<file path="src/hw/ecc_pkg.sv">
// shared constants, types and helpers of the nand page ecc engine
//
// Notes on behaviour
// - fix one bad bit, flag two
// - beyond two bad bits no correction
// - page words are 8 or 16 bits
// - start on read 00h or program 80h
// - results held until next start condition or soft clear
// - zero syndrome leaves every flag clear
// - single data error: correctable flag, location
// - single bad code bit: code fault flag
// - unrecoverable errors set multi fault flag
// - read or program command or soft clear wipes results
// - hamming style row/column sec-ded parity code
// - 24-bit code per 256/512 byte span
// - 32-bit code for whole page
// - registers through the peripheral register port
// - row parity pairs from word index bits
// - geometry 00..11 is 528..4224 words
// - granularity 00 page, 01 256, 10 512 (8-bit words only, 16-bit words always use the whole page)
// - clear bit one wipes results, zero nothing
package ecc_pkg;

   // ***********************************
   // register map and fields
   // ***********************************
   localparam logic [7:0] OFS_CTRL = 8'h00;
   localparam logic [7:0] OFS_MODE = 8'h04;
   localparam logic [7:0] OFS_SR1 = 8'h08;
   localparam logic [7:0] OFS_PR0 = 8'h0C;
   localparam logic [7:0] OFS_PR1 = 8'h10;
   localparam logic [7:0] OFS_SR2 = 8'h14;
   localparam logic [7:0] OFS_PR2 = 8'h18;
   localparam logic [7:0] OFS_PR15 = 8'h4C;
   localparam int CTRL_CLR = 0;
   localparam int MODE_PAGE = 0;
   localparam int MODE_GRAN = 4;
   localparam int MODE_WIDE = 8;
   localparam int FLAG_REC = 0;
   localparam int FLAG_CODE = 1;
   localparam int FLAG_MUL = 2;
   localparam logic [3:0] SLOT_PR1 = 4'h1;
   localparam logic [3:0] SLOT_PR2 = 4'h2;
   localparam int WORD_SHIFT = 2;
   localparam logic [31:0] WORD_ZERO = 32'h0000_0000;

   // ***********************************
   // flash commands and geometry
   // ***********************************
   localparam logic [7:0] CMD_READ = 8'h00;
   localparam logic [7:0] CMD_PROG = 8'h80;
   localparam logic [1:0] GRAN_PAGE = 2'h0;
   localparam logic [1:0] GRAN_256 = 2'h1;
   localparam logic [1:0] GRAN_512 = 2'h2;
   localparam logic [3:0] LOG2_528 = 4'h9;
   localparam logic [3:0] LOG2_1056 = 4'hA;
   localparam logic [3:0] LOG2_2112 = 4'hB;
   localparam logic [3:0] LOG2_4224 = 4'hC;
   localparam logic [3:0] LOG2_S256 = 4'h8;
   localparam logic [3:0] LOG2_S512 = 4'h9;
   localparam logic [2:0] COLB_BYTE = 3'h3;
   localparam logic [2:0] COLB_WIDE = 3'h4;
   localparam logic [3:0] COLM_BYTE = 4'h7;
   localparam logic [3:0] COLM_WIDE = 4'hF;

   // ***********************************
   // column parity bit groups
   // ***********************************
   localparam logic [15:0] COL_P1 = 16'hAAAA;
   localparam logic [15:0] COL_N1 = 16'h5555;
   localparam logic [15:0] COL_P2 = 16'hCCCC;
   localparam logic [15:0] COL_N2 = 16'h3333;
   localparam logic [15:0] COL_P4 = 16'hF0F0;
   localparam logic [15:0] COL_N4 = 16'h0F0F;
   localparam logic [15:0] COL_P8 = 16'hFF00;
   localparam logic [15:0] COL_N8 = 16'h00FF;

   // ***********************************
   // types
   // ***********************************
   typedef enum logic [2:0] {
      PH_IDLE = 3'b000,
      PH_CMD = 3'b001,
      PH_ADDR = 3'b010,
      PH_MAIN = 3'b011,
      PH_SPARE = 3'b100,
      PH_DONE = 3'b101
   } phase_t;

   typedef struct packed {
      logic cmd;
      logic addr;
      logic data;
      logic [15:0] d;
   } nand_bus_t;

   typedef struct packed {
      logic wr;
      logic rd;
      logic [7:0] addr;
      logic [31:0] wdata;
   } reg_req_t;

   // ***********************************
   // geometry helpers
   // ***********************************
   function automatic logic [3:0] page_log2(input logic [1:0] page);
      unique case (page)
         2'h0: return LOG2_528;
         2'h1: return LOG2_1056;
         2'h2: return LOG2_2112;
         2'h3: return LOG2_4224;
      endcase
   endfunction

   function automatic logic [3:0] row_bits(input logic [1:0] page, input logic [1:0] gran,
         input logic wide);
      if (!wide && gran == GRAN_256) return LOG2_S256;
      if (!wide && gran == GRAN_512) return LOG2_S512;
      return page_log2(page);
   endfunction

   function automatic logic split_code(input logic [1:0] gran, input logic wide);
      return !wide && (gran == GRAN_256 || gran == GRAN_512);
   endfunction

endpackage

</file>
<file path="src/hw/nand_page_ecc.sv">
// nand page ecc engine: parity accumulation, checking and register port
module nand_page_ecc
   import ecc_pkg::*;
(
   input wire logic mclk,
   input wire logic nrst,
   input wire nand_bus_t nand_bus,
   input wire reg_req_t reg_req,
   output logic [31:0] reg_rdata
);

   // ***********************************
   // state
   // ***********************************
   typedef struct packed {
      phase_t ph;
      logic rd_op;
      logic [1:0] page;
      logic [1:0] gran;
      logic wide;
      logic [11:0] idx;
      logic [3:0] span;
      logic [15:0] colx;
      logic [11:0] rp;
      logic [11:0] rn;
      logic [1:0] part;
      logic [31:0] stored;
      logic [15:0][3:0] flags;
   } state_t;

   state_t q;
   state_t d;

   logic clr_cmd;
   logic clr_sw;
   logic clr_any;
   logic take_word;
   logic span_end;
   logic last_span;
   logic last_part;
   logic [15:0] w;
   logic wpar;
   logic [15:0] colx_n;
   logic [11:0] rp_n;
   logic [11:0] rn_n;
   logic [11:0] rmask;
   logic [3:0] rowb;
   logic [2:0] cb;
   logic [4:0] nspan;
   logic split;
   logic [31:0] code_n;
   logic [31:0] stored_n;
   logic [31:0] comp;
   logic [31:0] syn;
   logic [15:0] pm;
   logic [15:0] nm;
   logic [15:0] umask;
   logic ev_fire;
   logic ev_none;
   logic ev_single;
   logic ev_code;
   logic [11:0] bad_ofs;
   logic [3:0] bad_bit;
   logic st_we;
   logic [3:0] st_widx;
   logic [31:0] st_wdata;
   logic a_re;
   logic [4:0] slot;
   logic [31:0] b_alt;

   // ***********************************
   // code construction
   // ***********************************
   // parity half sits in the low bits, inverse parity half above it
   function automatic logic [31:0] make_code(input logic [15:0] cx, input logic [11:0] pr,
         input logic [11:0] nr, input logic [11:0] rm, input logic [2:0] cbits,
         input logic sp);
      logic [3:0] cp;
      logic [3:0] cn;
      logic [15:0] pv;
      logic [15:0] nv;
      cp = {^(cx & COL_P8), ^(cx & COL_P4), ^(cx & COL_P2), ^(cx & COL_P1)};
      cn = {^(cx & COL_N8), ^(cx & COL_N4), ^(cx & COL_N2), ^(cx & COL_N1)};
      if (cbits == COLB_BYTE) begin
         cp[3] = 1'b0;
         cn[3] = 1'b0;
      end
      pv = (16'(pr & rm) << cbits) | {12'h000, cp};
      nv = (16'(nr & rm) << cbits) | {12'h000, cn};
      if (sp) return {8'h00, nv[11:0], pv[11:0]};
      return {nv, pv};
   endfunction

   // register slot of a parity result address: {hit, index}
   function automatic logic [4:0] pr_slot(input logic [7:0] a);
      if (a == OFS_PR0) return 5'h10;
      if (a == OFS_PR1) return {1'b1, SLOT_PR1};
      if (a >= OFS_PR2 && a <= OFS_PR15 && a[WORD_SHIFT-1:0] == 2'b00) begin
         return {1'b1, 4'((a - OFS_PR2) >> WORD_SHIFT) + SLOT_PR2};
      end
      return 5'h00;
   endfunction

   // ***********************************
   // geometry
   // ***********************************
   assign rowb = row_bits(q.page, q.gran, q.wide);
   assign split = split_code(q.gran, q.wide);
   assign cb = q.wide ? COLB_WIDE : COLB_BYTE;
   assign nspan = 5'(5'h1 << (page_log2(q.page) - rowb));
   assign rmask = 12'((13'h1 << rowb) - 13'h1);
   assign umask = 16'((17'h1 << (5'(rowb) + 5'(cb))) - 17'h1);

   // ***********************************
   // accumulation
   // ***********************************
   assign w = q.wide ? nand_bus.d : {8'h00, nand_bus.d[7:0]};
   assign wpar = ^w;
   assign colx_n = q.colx ^ w;
   assign rp_n = q.rp ^ ({12{wpar}} & q.idx);
   assign rn_n = q.rn ^ ({12{wpar}} & ~q.idx);
   assign code_n = make_code(colx_n, rp_n, rn_n, rmask, cb, split);
   assign take_word = nand_bus.data && (q.ph == PH_ADDR || q.ph == PH_MAIN);
   assign span_end = q.idx == rmask;
   assign last_span = {1'b0, q.span} == nspan - 5'h1;

   // ***********************************
   // checking
   // ***********************************
   assign last_part = q.wide ? q.part == 2'h1 : q.part == 2'h3;
   assign stored_n = q.wide ? {nand_bus.d, q.stored[31:16]}
                            : {nand_bus.d[7:0], q.stored[31:8]};
   assign ev_fire = nand_bus.data && q.ph == PH_SPARE && last_part;
   assign syn = comp ^ stored_n;
   assign pm = (split ? {4'h0, syn[11:0]} : syn[15:0]) & umask;
   assign nm = (split ? {4'h0, syn[23:12]} : syn[31:16]) & umask;
   assign ev_none = pm == 16'h0000 && nm == 16'h0000;
   assign ev_single = (pm ^ nm) == umask;
   assign ev_code = $countones({pm, nm}) == 1;
   assign bad_ofs = 12'({8'h00, q.span} << rowb) | 12'(pm >> cb);
   assign bad_bit = pm[3:0] & (q.wide ? COLM_WIDE : COLM_BYTE);

   // ***********************************
   // start and clear conditions
   // ***********************************
   assign clr_cmd = nand_bus.cmd &&
                    (nand_bus.d[7:0] == CMD_READ || nand_bus.d[7:0] == CMD_PROG);
   assign clr_sw = reg_req.wr && reg_req.addr == OFS_CTRL && reg_req.wdata[CTRL_CLR];
   assign clr_any = clr_cmd || clr_sw;

   // ***********************************
   // next state
   // ***********************************
   always_comb begin
      d = q;
      st_we = 1'b0;
      st_widx = q.span;
      st_wdata = WORD_ZERO;
      a_re = 1'b0;
      if (reg_req.wr && reg_req.addr == OFS_MODE) begin
         d.page = reg_req.wdata[MODE_PAGE +: 2];
         d.gran = reg_req.wdata[MODE_GRAN +: 2];
         d.wide = reg_req.wdata[MODE_WIDE];
      end
      unique case (q.ph)
         PH_IDLE, PH_DONE: begin
            // results stay locked here until the next read or program command or soft clear
            d.ph = q.ph;
         end
         PH_CMD: begin
            if (nand_bus.addr) begin
               d.ph = PH_ADDR;
            end
         end
         PH_ADDR, PH_MAIN: begin
            if (take_word) begin
               d.ph = PH_MAIN;
               d.colx = colx_n;
               d.rp = rp_n;
               d.rn = rn_n;
               d.idx = q.idx + 12'h001;
               if (span_end) begin
                  // code of the finished span goes to its result slot
                  st_we = 1'b1;
                  st_wdata = code_n;
                  d.colx = 16'h0000;
                  d.rp = 12'h000;
                  d.rn = 12'h000;
                  d.idx = 12'h000;
                  d.span = q.span + 4'h1;
                  if (last_span) begin
                     d.span = 4'h0;
                     d.ph = q.rd_op ? PH_SPARE : PH_DONE;
                  end
               end
            end
         end
         PH_SPARE: begin
            if (nand_bus.data) begin
               d.stored = stored_n;
               d.part = q.part + 2'h1;
               // fetch this span's computed code ahead of the last part
               a_re = q.part == 2'h0;
               if (last_part) begin
                  d.part = 2'h0;
                  st_we = 1'b1;
                  d.span = q.span + 4'h1;
                  if (last_span) begin
                     d.ph = PH_DONE;
                  end
                  if (ev_none) begin
                     d.flags[q.span] = 4'h0;
                  end else if (ev_single) begin
                     d.flags[q.span][FLAG_REC] = 1'b1;
                     st_wdata = {16'h0000, bad_ofs, bad_bit};
                  end else if (ev_code) begin
                     d.flags[q.span][FLAG_CODE] = 1'b1;
                  end else begin
                     d.flags[q.span][FLAG_REC] = 1'b1;
                     d.flags[q.span][FLAG_MUL] = 1'b1;
                  end
               end
            end
         end
         default: begin
            d.ph = PH_IDLE;
         end
      endcase
      if (clr_cmd) begin
         // counting restarts at word zero of the page
         d.ph = PH_CMD;
         d.rd_op = nand_bus.d[7:0] == CMD_READ;
         d.idx = 12'h000;
         d.span = 4'h0;
         d.colx = 16'h0000;
         d.rp = 12'h000;
         d.rn = 12'h000;
         d.part = 2'h0;
         d.flags = '0;
      end
      if (clr_sw) begin
         d.flags = '0;
      end
   end

   always_ff @(posedge mclk) begin
      if (!nrst) begin
         q <= '0;
      end else begin
         q <= d;
      end
   end

   // ***********************************
   // register read path
   // ***********************************
   assign slot = pr_slot(reg_req.addr);

   always_comb begin
      b_alt = WORD_ZERO;
      if (reg_req.addr == OFS_MODE) begin
         b_alt[MODE_PAGE +: 2] = q.page;
         b_alt[MODE_GRAN +: 2] = q.gran;
         b_alt[MODE_WIDE] = q.wide;
      end else if (reg_req.addr == OFS_SR1) begin
         b_alt = q.flags[7:0];
      end else if (reg_req.addr == OFS_SR2) begin
         b_alt = q.flags[15:8];
      end
   end

   parity_store u_store (
      .mclk(mclk),
      .nrst(nrst),
      .clr(clr_any),
      .we(st_we),
      .widx(st_widx),
      .wdata(st_wdata),
      .a_re(a_re),
      .a_idx(q.span),
      .a_q(comp),
      .b_re(reg_req.rd),
      .b_mem(slot[4]),
      .b_idx(slot[3:0]),
      .b_alt(b_alt),
      .b_q(reg_rdata)
   );
endmodule

</file>
<file path="src/hw/parity_store.sv">
// parity result store: sixteen words with two registered read ports
module parity_store
   import ecc_pkg::*;
(
   input wire logic mclk,
   input wire logic nrst,
   input wire logic clr,
   input wire logic we,
   input wire logic [3:0] widx,
   input wire logic [31:0] wdata,
   input wire logic a_re,
   input wire logic [3:0] a_idx,
   output logic [31:0] a_q,
   input wire logic b_re,
   input wire logic b_mem,
   input wire logic [3:0] b_idx,
   input wire logic [31:0] b_alt,
   output logic [31:0] b_q
);

   typedef struct packed {
      logic [15:0][31:0] words;
      logic [31:0] a_q;
      logic [31:0] b_q;
   } store_t;

   store_t q;
   store_t d;

   // clear beats a same-cycle write; port b returns zero when idle
   always_comb begin
      d = q;
      if (we) begin
         d.words[widx] = wdata;
      end
      if (clr) begin
         d.words = '0;
      end
      if (a_re) begin
         d.a_q = q.words[a_idx];
      end
      d.b_q = WORD_ZERO;
      if (b_re) begin
         d.b_q = b_mem ? q.words[b_idx] : b_alt;
      end
   end

   always_ff @(posedge mclk) begin
      if (!nrst) begin
         q <= '0;
      end else begin
         q <= d;
      end
   end

   assign a_q = q.a_q;
   assign b_q = q.b_q;

endmodule

</file>
<file path="config.mk">
export PLATFORM = sky130hd
export DESIGN_NAME = nand_page_ecc
export DESIGN_NICKNAME = d
export VERILOG_FILES = /design/src/hw/ecc_pkg.sv /design/src/hw/nand_page_ecc.sv /design/src/hw/parity_store.sv
export SDC_FILE = /design/constraint.sdc
export NUM_CORES = 2
export LEC_CHECK = 0
export BUFFER_PORTS_ARGS = -buffer_cell sky130_fd_sc_hd__buf_4
export CAP_MARGIN = 20
export CORE_UTILIZATION = 35
export CTS_BUF_LIST = sky130_fd_sc_hd__clkbuf_4 sky130_fd_sc_hd__clkbuf_8 sky130_fd_sc_hd__clkbuf_16
export CTS_CLUSTER_DIAMETER = 50
export DETAILED_ROUTE_END_ITERATION = 12
export PLACE_DENSITY_LB_ADDON = 0.15
export SLEW_MARGIN = 0
export SYNTH_ARGS = -nofsm -noshare
export SYNTH_HDL_FRONTEND = slang
export SYNTH_SLANG_ARGS = --single-unit
export TNS_END_PERCENT = 1
</file>
<file path="constraint.sdc">
create_clock -name mclk -period 25.1 [get_ports mclk]
set_input_delay 3.765 -clock mclk [delete_from_list [all_inputs] [get_ports mclk]]
set_output_delay 3.765 -clock mclk [all_outputs]
set_load 0.05 [all_outputs]
</file>
Yosys cells after proc, flatten, opt, wreduce, memory -nomap -nowiden
Index checks and enable logic that the tools add are counted.

operators by class
  add/subtract/negate cells = 41
  $lt $le $gt $ge = 5
  equality and inequality tests = 35
  shift operators = 7
  mux-type cells = 90
  bitwise gates (word level) = 23
  reductions and logical operators = 47

operator list
  operator                                 count
  bitwise mux 512 bit                      1
  2-to-1 mux 32 bit                        11
  binary-select mux 32 bit (select 4 bit)  2
  2-to-1 mux 64 bit                        3
  OR 64 bit                                3
  XOR reduction 16 bit                     9
  demux 32 bit (select 4 bit)              1
  2-to-1 mux 16 bit                        7
  bitwise AND 64 bit                       1
  demux 4 bit (select 4 bit)               4
  NOT 64 bit                               1
  case mux 32 bit (2 select lines)         1
  2-to-1 mux 56 bit                        1
  bitwise AND 12 bit                       4
  2-to-1 mux 44 bit                        1
  2-to-1 mux 4 bit                         9
  adder 1 x 1 -> 2 bit                     16
  bitwise AND 16 bit                       2
  logical NOT 16 bit                       2
  OR 16 x 4 -> 16 bit                      2
  left shift 12 x 3 -> 16 bit              2
  XOR 16 bit                               2
  XOR 32 bit                               1
  2-to-1 mux 5 bit                         6
  64 further kinds                         156

word-level totals
  flip-flop bits (word level) = 739
  input bits = 63
  output and inout bits = 32
  logic and storage cells = 295

Logic depth before layout (Yosys ltp)
  depth in word-level cells = 19
  mapped depth = 39
  mapped depth without buffers = 35

Cells and area by module
Synthesis repeated with hierarchy kept, for this count alone.

unflattened totals
  cells, all modules = 4943
  area, all modules = 40251.1 um^2

by module, submodules not included
  module         instances  cells an instance  area each (um^2)  seq. area each (um^2)
  parity_store   1          3467               28537.4           11531.1
  nand_page_ecc  1          1476               11713.7           3103.0

Least setup slack after synthesis
No wires, ideal clock.

  path kind = input-to-reg
  from = input port nand_bus[1] (netlist bit)
  to = register q[12] (netlist bit)
  library setup time = 0.132 ns
  arrival = 9.617 ns
  required time = 24.968 ns
  slack = 15.351 ns
  stages = 21
  buffers on the path = 2
  cells stage by stage = clkbuf_1 -> xnor2_1 -> a2111oi_0 -> fa_1 -> inv_1 -> fa_1 -> fa_1 -> inv_1 -> fa_1 -> fa_1 -> inv_1 -> fa_1 -> inv_1 -> ha_1 -> fa_1 -> nor4_1 -> and4b_1 -> o21ai_1 -> clkbuf_1 -> a31oi_1 -> nor3_1

on the way
  cells in the longest elaborated chain, start to end = 13
  elaborated cells between the ends (all ways) = 27
  those cells by class = add/sub (10); eq/ne (3); mux (5); bitwise (3); reduce/logical (6)

ends and longest elaborated chain
  what                                        line                  text
  start: declaration                          nand_page_ecc.sv:7    input wire nand_bus_t nand_bus,
  2-to-1 mux 32 bit                           nand_page_ecc.sv:131  assign stored_n = q.wide ? {nand_bus.d, q.stored[31:16]}
  XOR 32 bit                                  nand_page_ecc.sv:134  assign syn = comp ^ stored_n;
  2-to-1 mux 16 bit                           nand_page_ecc.sv:136  assign nm = (split ? {4'h0, syn[23:12]} : syn[31:16]) & umask;
  bitwise AND 16 bit                          nand_page_ecc.sv:136
  adder 1 x 1 -> 2 bit (implied by the code)  nand_page_ecc.sv:139  assign ev_code = $countones({pm, nm}) == 1;
  adder 2 x 2 -> 3 bit (implied by the code)  nand_page_ecc.sv:139
  adder 3 x 3 -> 4 bit (implied by the code)  nand_page_ecc.sv:139
  adder 4 x 4 -> 5 bit (implied by the code)  nand_page_ecc.sv:139
  adder 5 x 5 -> 6 bit (implied by the code)  nand_page_ecc.sv:139
  == test 6 x 1 -> 1 bit                      nand_page_ecc.sv:139
  2-to-1 mux 64 bit                           nand_page_ecc.sv:216  end else if (ev_code) begin
  2-to-1 mux 64 bit                           nand_page_ecc.sv:213  end else if (ev_single) begin
  2-to-1 mux 64 bit                           nand_page_ecc.sv:211  if (ev_none) begin
  end signal: assignment                      nand_page_ecc.sv:248  q <= '0;
  end signal: assignment                      nand_page_ecc.sv:250  q <= d;
  end: declaration                            nand_page_ecc.sv:31   state_t q;

Several ways; a longest one is shown, not always the timed one.
A chain may end at the register's enable or synchronous reset.

Worst setup path in the final report
  from = register q[158] (netlist bit)
  to = register q[45] (netlist bit)

on the way
  cells in the longest elaborated chain, start to end = 17
  elaborated cells between the ends (all ways) = 52
  those cells by class = add/sub (33); eq/ne (5); shift (1); mux (6); bitwise (3); reduce/logical (4)

ends and longest elaborated chain
  what                                         line                                        text
  == test 2 bit, or another cell as far along  ecc_pkg.sv:108                              unique case (page)
  case mux 4 bit (4 select lines) *            ecc_pkg.sv:108
  2-to-1 mux 4 bit *                           ecc_pkg.sv:120                              return page_log2(page);
  2-to-1 mux 4 bit *                           ecc_pkg.sv:119                              if (!wide && gran == GRAN_512) return LOG2_S512;
  adder 4 x 3 -> 5 bit *                       nand_page_ecc.sv:112                        assign umask = 16'((17'h1 << (5'(rowb) + 5'(cb))) - 17'h1);
  left shift 1 x 5 -> 16 bit *                 nand_page_ecc.sv:112
  subtractor 16 x 1 -> 16 bit *                nand_page_ecc.sv:112
  bitwise AND 16 bit (on tied branches)        nand_page_ecc.sv:136, nand_page_ecc.sv:135
  adder 1 x 1 -> 2 bit (implied by the code)   nand_page_ecc.sv:139
  adder 2 x 2 -> 3 bit (implied by the code)   nand_page_ecc.sv:139
  adder 3 x 3 -> 4 bit (implied by the code)   nand_page_ecc.sv:139
  adder 4 x 4 -> 5 bit (implied by the code)   nand_page_ecc.sv:139
  adder 5 x 5 -> 6 bit (implied by the code)   nand_page_ecc.sv:139
  == test 6 x 1 -> 1 bit                       nand_page_ecc.sv:139
  2-to-1 mux 64 bit                            nand_page_ecc.sv:216
  2-to-1 mux 64 bit                            nand_page_ecc.sv:213
  2-to-1 mux 64 bit *                          nand_page_ecc.sv:211

Mark *: on every way between the ends. The rest lies on a longest branch, timed or not. The select of a mux whose other input is x is not followed.

==> impl_metrics.toml <==
[status]
status = "complete, no violations"

[die]
dieArea_um2 = 116000
ios = 95
start_util = 0.355
core_um2 = 113000
die_w_um = 341
fp.dieH_um = 341
rows = 123

[layout]
fillers = 11458
layout_common_cells = "nand2_1 (1000), dfxtp_1 (726), a21oi_1 (399), nand3_1 (370), o21ai_0 (352)"
layout_commonest_cell = "nand2_1"
layout.cells.non_filler = 6362
fin_nets = 4899
drive_gt1_frac = 0.123
areaGrowthSynthToFinish_pct = 13.1

[timing]
clock.fmax_mhz = 86.6
fin_tns_setup_ps = 0
worstMarginPinSlew_ps = 1190
maxSlewViolCount = 0
min_period_over_period = 0.460
skew_ps = 30.9
setup_ws_ps = 13550
rsz0062_at_grt = "false"
hold_viol = 0
maxSlewHeadroom = 0.209
fin_crit_ps = 11550
finalSetupViolCount = 0

[drt]
drc = 0
ant_nets = 0
routed_via_density = 5.99
totalWireLength_um = 164000
drtIter0Drc = 4774
dr.pass1.iters = 6
routed-via-count = 38081
post_drt_wl_per_cell_um = 25.8

[yosys]
synth.avg_cell_area_um2 = 8.02
synth_edf_count = 0
ys_types = 82
syn_area_um2 = 40200
synth_seq_cells = 731
yosysTopAreaCellShare = 0.364
synth_area_leaders = "dfxtp_1 (36%), nand2_1 (9.4%), mux4_2 (9.0%)"
syn-num-nets = 5134
synth_top_cell_by_area = "dfxtp_1"
yosysSeqAreaShare = 0.364
synthArstFlopShare = 0
yosys_warnings = 0
synth-main-ff-cell = "dfxtp_1"
synth_cells = 5009

[placed_design]
io_buffers = 67
dp_hpwl_um = 98800
gp_congestion = 0.949
pre_cts_ws_ps = 13760
dp_cells = 6161

[global_routing]
antenna_found_initial = 4
grt_usage = 0.276
grt_pass1_wl_um = 241000
gr-usage-met1 = 0.395
busiest_layer = "met2"
grtUsageMet2 = 0.417
grt_max_degree = 185
grt_util_met3 = 0.0486
grt_pass1_vias = 34655
grt_overflow = 0

[critical_path]
critPathBufInv = 9
worstSetupPathType = "register to register"
cpPeakStageDelay_ps = 760
start_kind = "register"
crit_fanout = 16
cp_slowest_cell = "nand4_1"
endpoint_kind = "register"
cp_top_family = "adder cells"
crit_required_ps = 25730
critPathArrivalTime_ps = 12180

[power]
finalPower_w = 0.00291
power.share.sequential = 0.399
netSwitchingPower_w = 0.000756
p_int_w = 0.00215
clock_power_share = 0.535
p_sw_frac = 0.260
power_density_nw_per_um2 = 64.1
p_comb_frac = 0.066
power.leakage_nw = 14.6
peakVddDrop_uv = 55.8

[cts]
clockBufferDepth = 3
postCtsResizedCells = 0
clk_pin_slew_worst_paths_ps = 60
cts.htree.levels = 3
insertion_delay_ps = 730
hold_buffers = 0
cts_tree = "built"
numCtsBuffers = 106
cts_setup_buffers = 0
cts_root_buf = "clkbuf_16"
cts_sinks = 731

[run]
max-cap-violations = 0

[hold_path]
min_path_type = "register to register"
-- final cells by class --
type	instances	area [um^2]	share of cell area
Sequential cell	731	14700	0.323
Timing Repair Buffer	172	1460	0.0322
Antenna cell	2	5.00	0.000110
Clock buffer	133	2990	0.0657
Clock inverter	61	694	0.0153
Inverter	73	274	0.00603
Tap cell	1500	1880	0.0413
Multi-Input combinational cell	3690	23500	0.517
-- final timing paths --
path,start,endpoint,slack (ps),depth (start not counted)
setup / recovery,q[158]$_SDFFE_PN0P_,q[45]$_SDFFE_PP0P_,13550,31
hold / removal,q[11]$_SDFFE_PP0P_,q[11]$_SDFFE_PP0P_,430,2
setup reg to reg,q[158]$_SDFFE_PN0P_,q[45]$_SDFFE_PP0P_,13550,31
hold reg to reg,q[11]$_SDFFE_PP0P_,q[11]$_SDFFE_PP0P_,430,2
-- per-layer routing --
metal | wire (um) | part of all wire | up-vias
met5 | 13 | 0.000079 | -
met4 | 5360 | 0.033 | 2
met3 | 12700 | 0.077 | 263
met2 | 71600 | 0.44 | 1640
met1 | 74300 | 0.45 | 18758
li1 | - | - | 17418
-- sequential cells by signal, summed over array words and instances (netlist names) --
name	count
q	151
st_widx	4
u_store.a_q	32
u_store.b_q	32
u_store.q	512
-- cells in the mapped netlist (37+ instances only) --
| cell type | instances |
|---|---|
| and3_1 | 45 |
| xnor2_1 | 128 |
| nor2_1 | 264 |
| a22oi_1 | 71 |
| a211oi_1 | 69 |
| xor2_1 | 49 |
| nand2_1 | 1002 |
| nand3_1 | 371 |
| inv_1 | 73 |
| clkbuf_1 | 411 |
| o221ai_1 | 37 |
| mux4_2 | 160 |
| dfxtp_1 | 731 |
| a31oi_1 | 165 |
| a21oi_1 | 400 |
| o21ai_0 | 352 |
| buf_1 | 46 |
-- stage by stage --
| step | hold WS (ps) | cell area (um^2) | utilization |
|---|---|---|---|
| CTS | 430 | 45300 | 0.400 |
| finish | 428 | 45400 | 0.401 |
| global route | 456 | 45400 | 0.401 |
| global placement | 416 | 41600 | 0.368 |
| floorplan | 409 | 40200 | - |
| detailed placement | 421 | 41600 | 0.368 |
-- worst min-delay path, stage by stage (launching register included) --
cell     delay, ps
dfxtp_1        310
nand2_1         50
nor2_1          30
-- power by group through the flow --
stage               Sequential, W  Clock, W  Combinational, W
floorplan                 0.00119         0          0.000119
global placement          0.00119         0          0.000189
detailed placement        0.00119         0          0.000188
CTS                       0.00116   0.00158          0.000189
global route              0.00116   0.00163          0.000205
finish                    0.00116   0.00156          0.000192
-- kinds of logic after synthesis --
group           share of synthesized area
compound gates                      0.206
xor+xnor                           0.0403
fa+ha+maj                          0.0244
buf+inv                            0.0590
flops                               0.364
mux                                0.0983
simple gates                        0.208
Power figures use the tool's default switching activity.
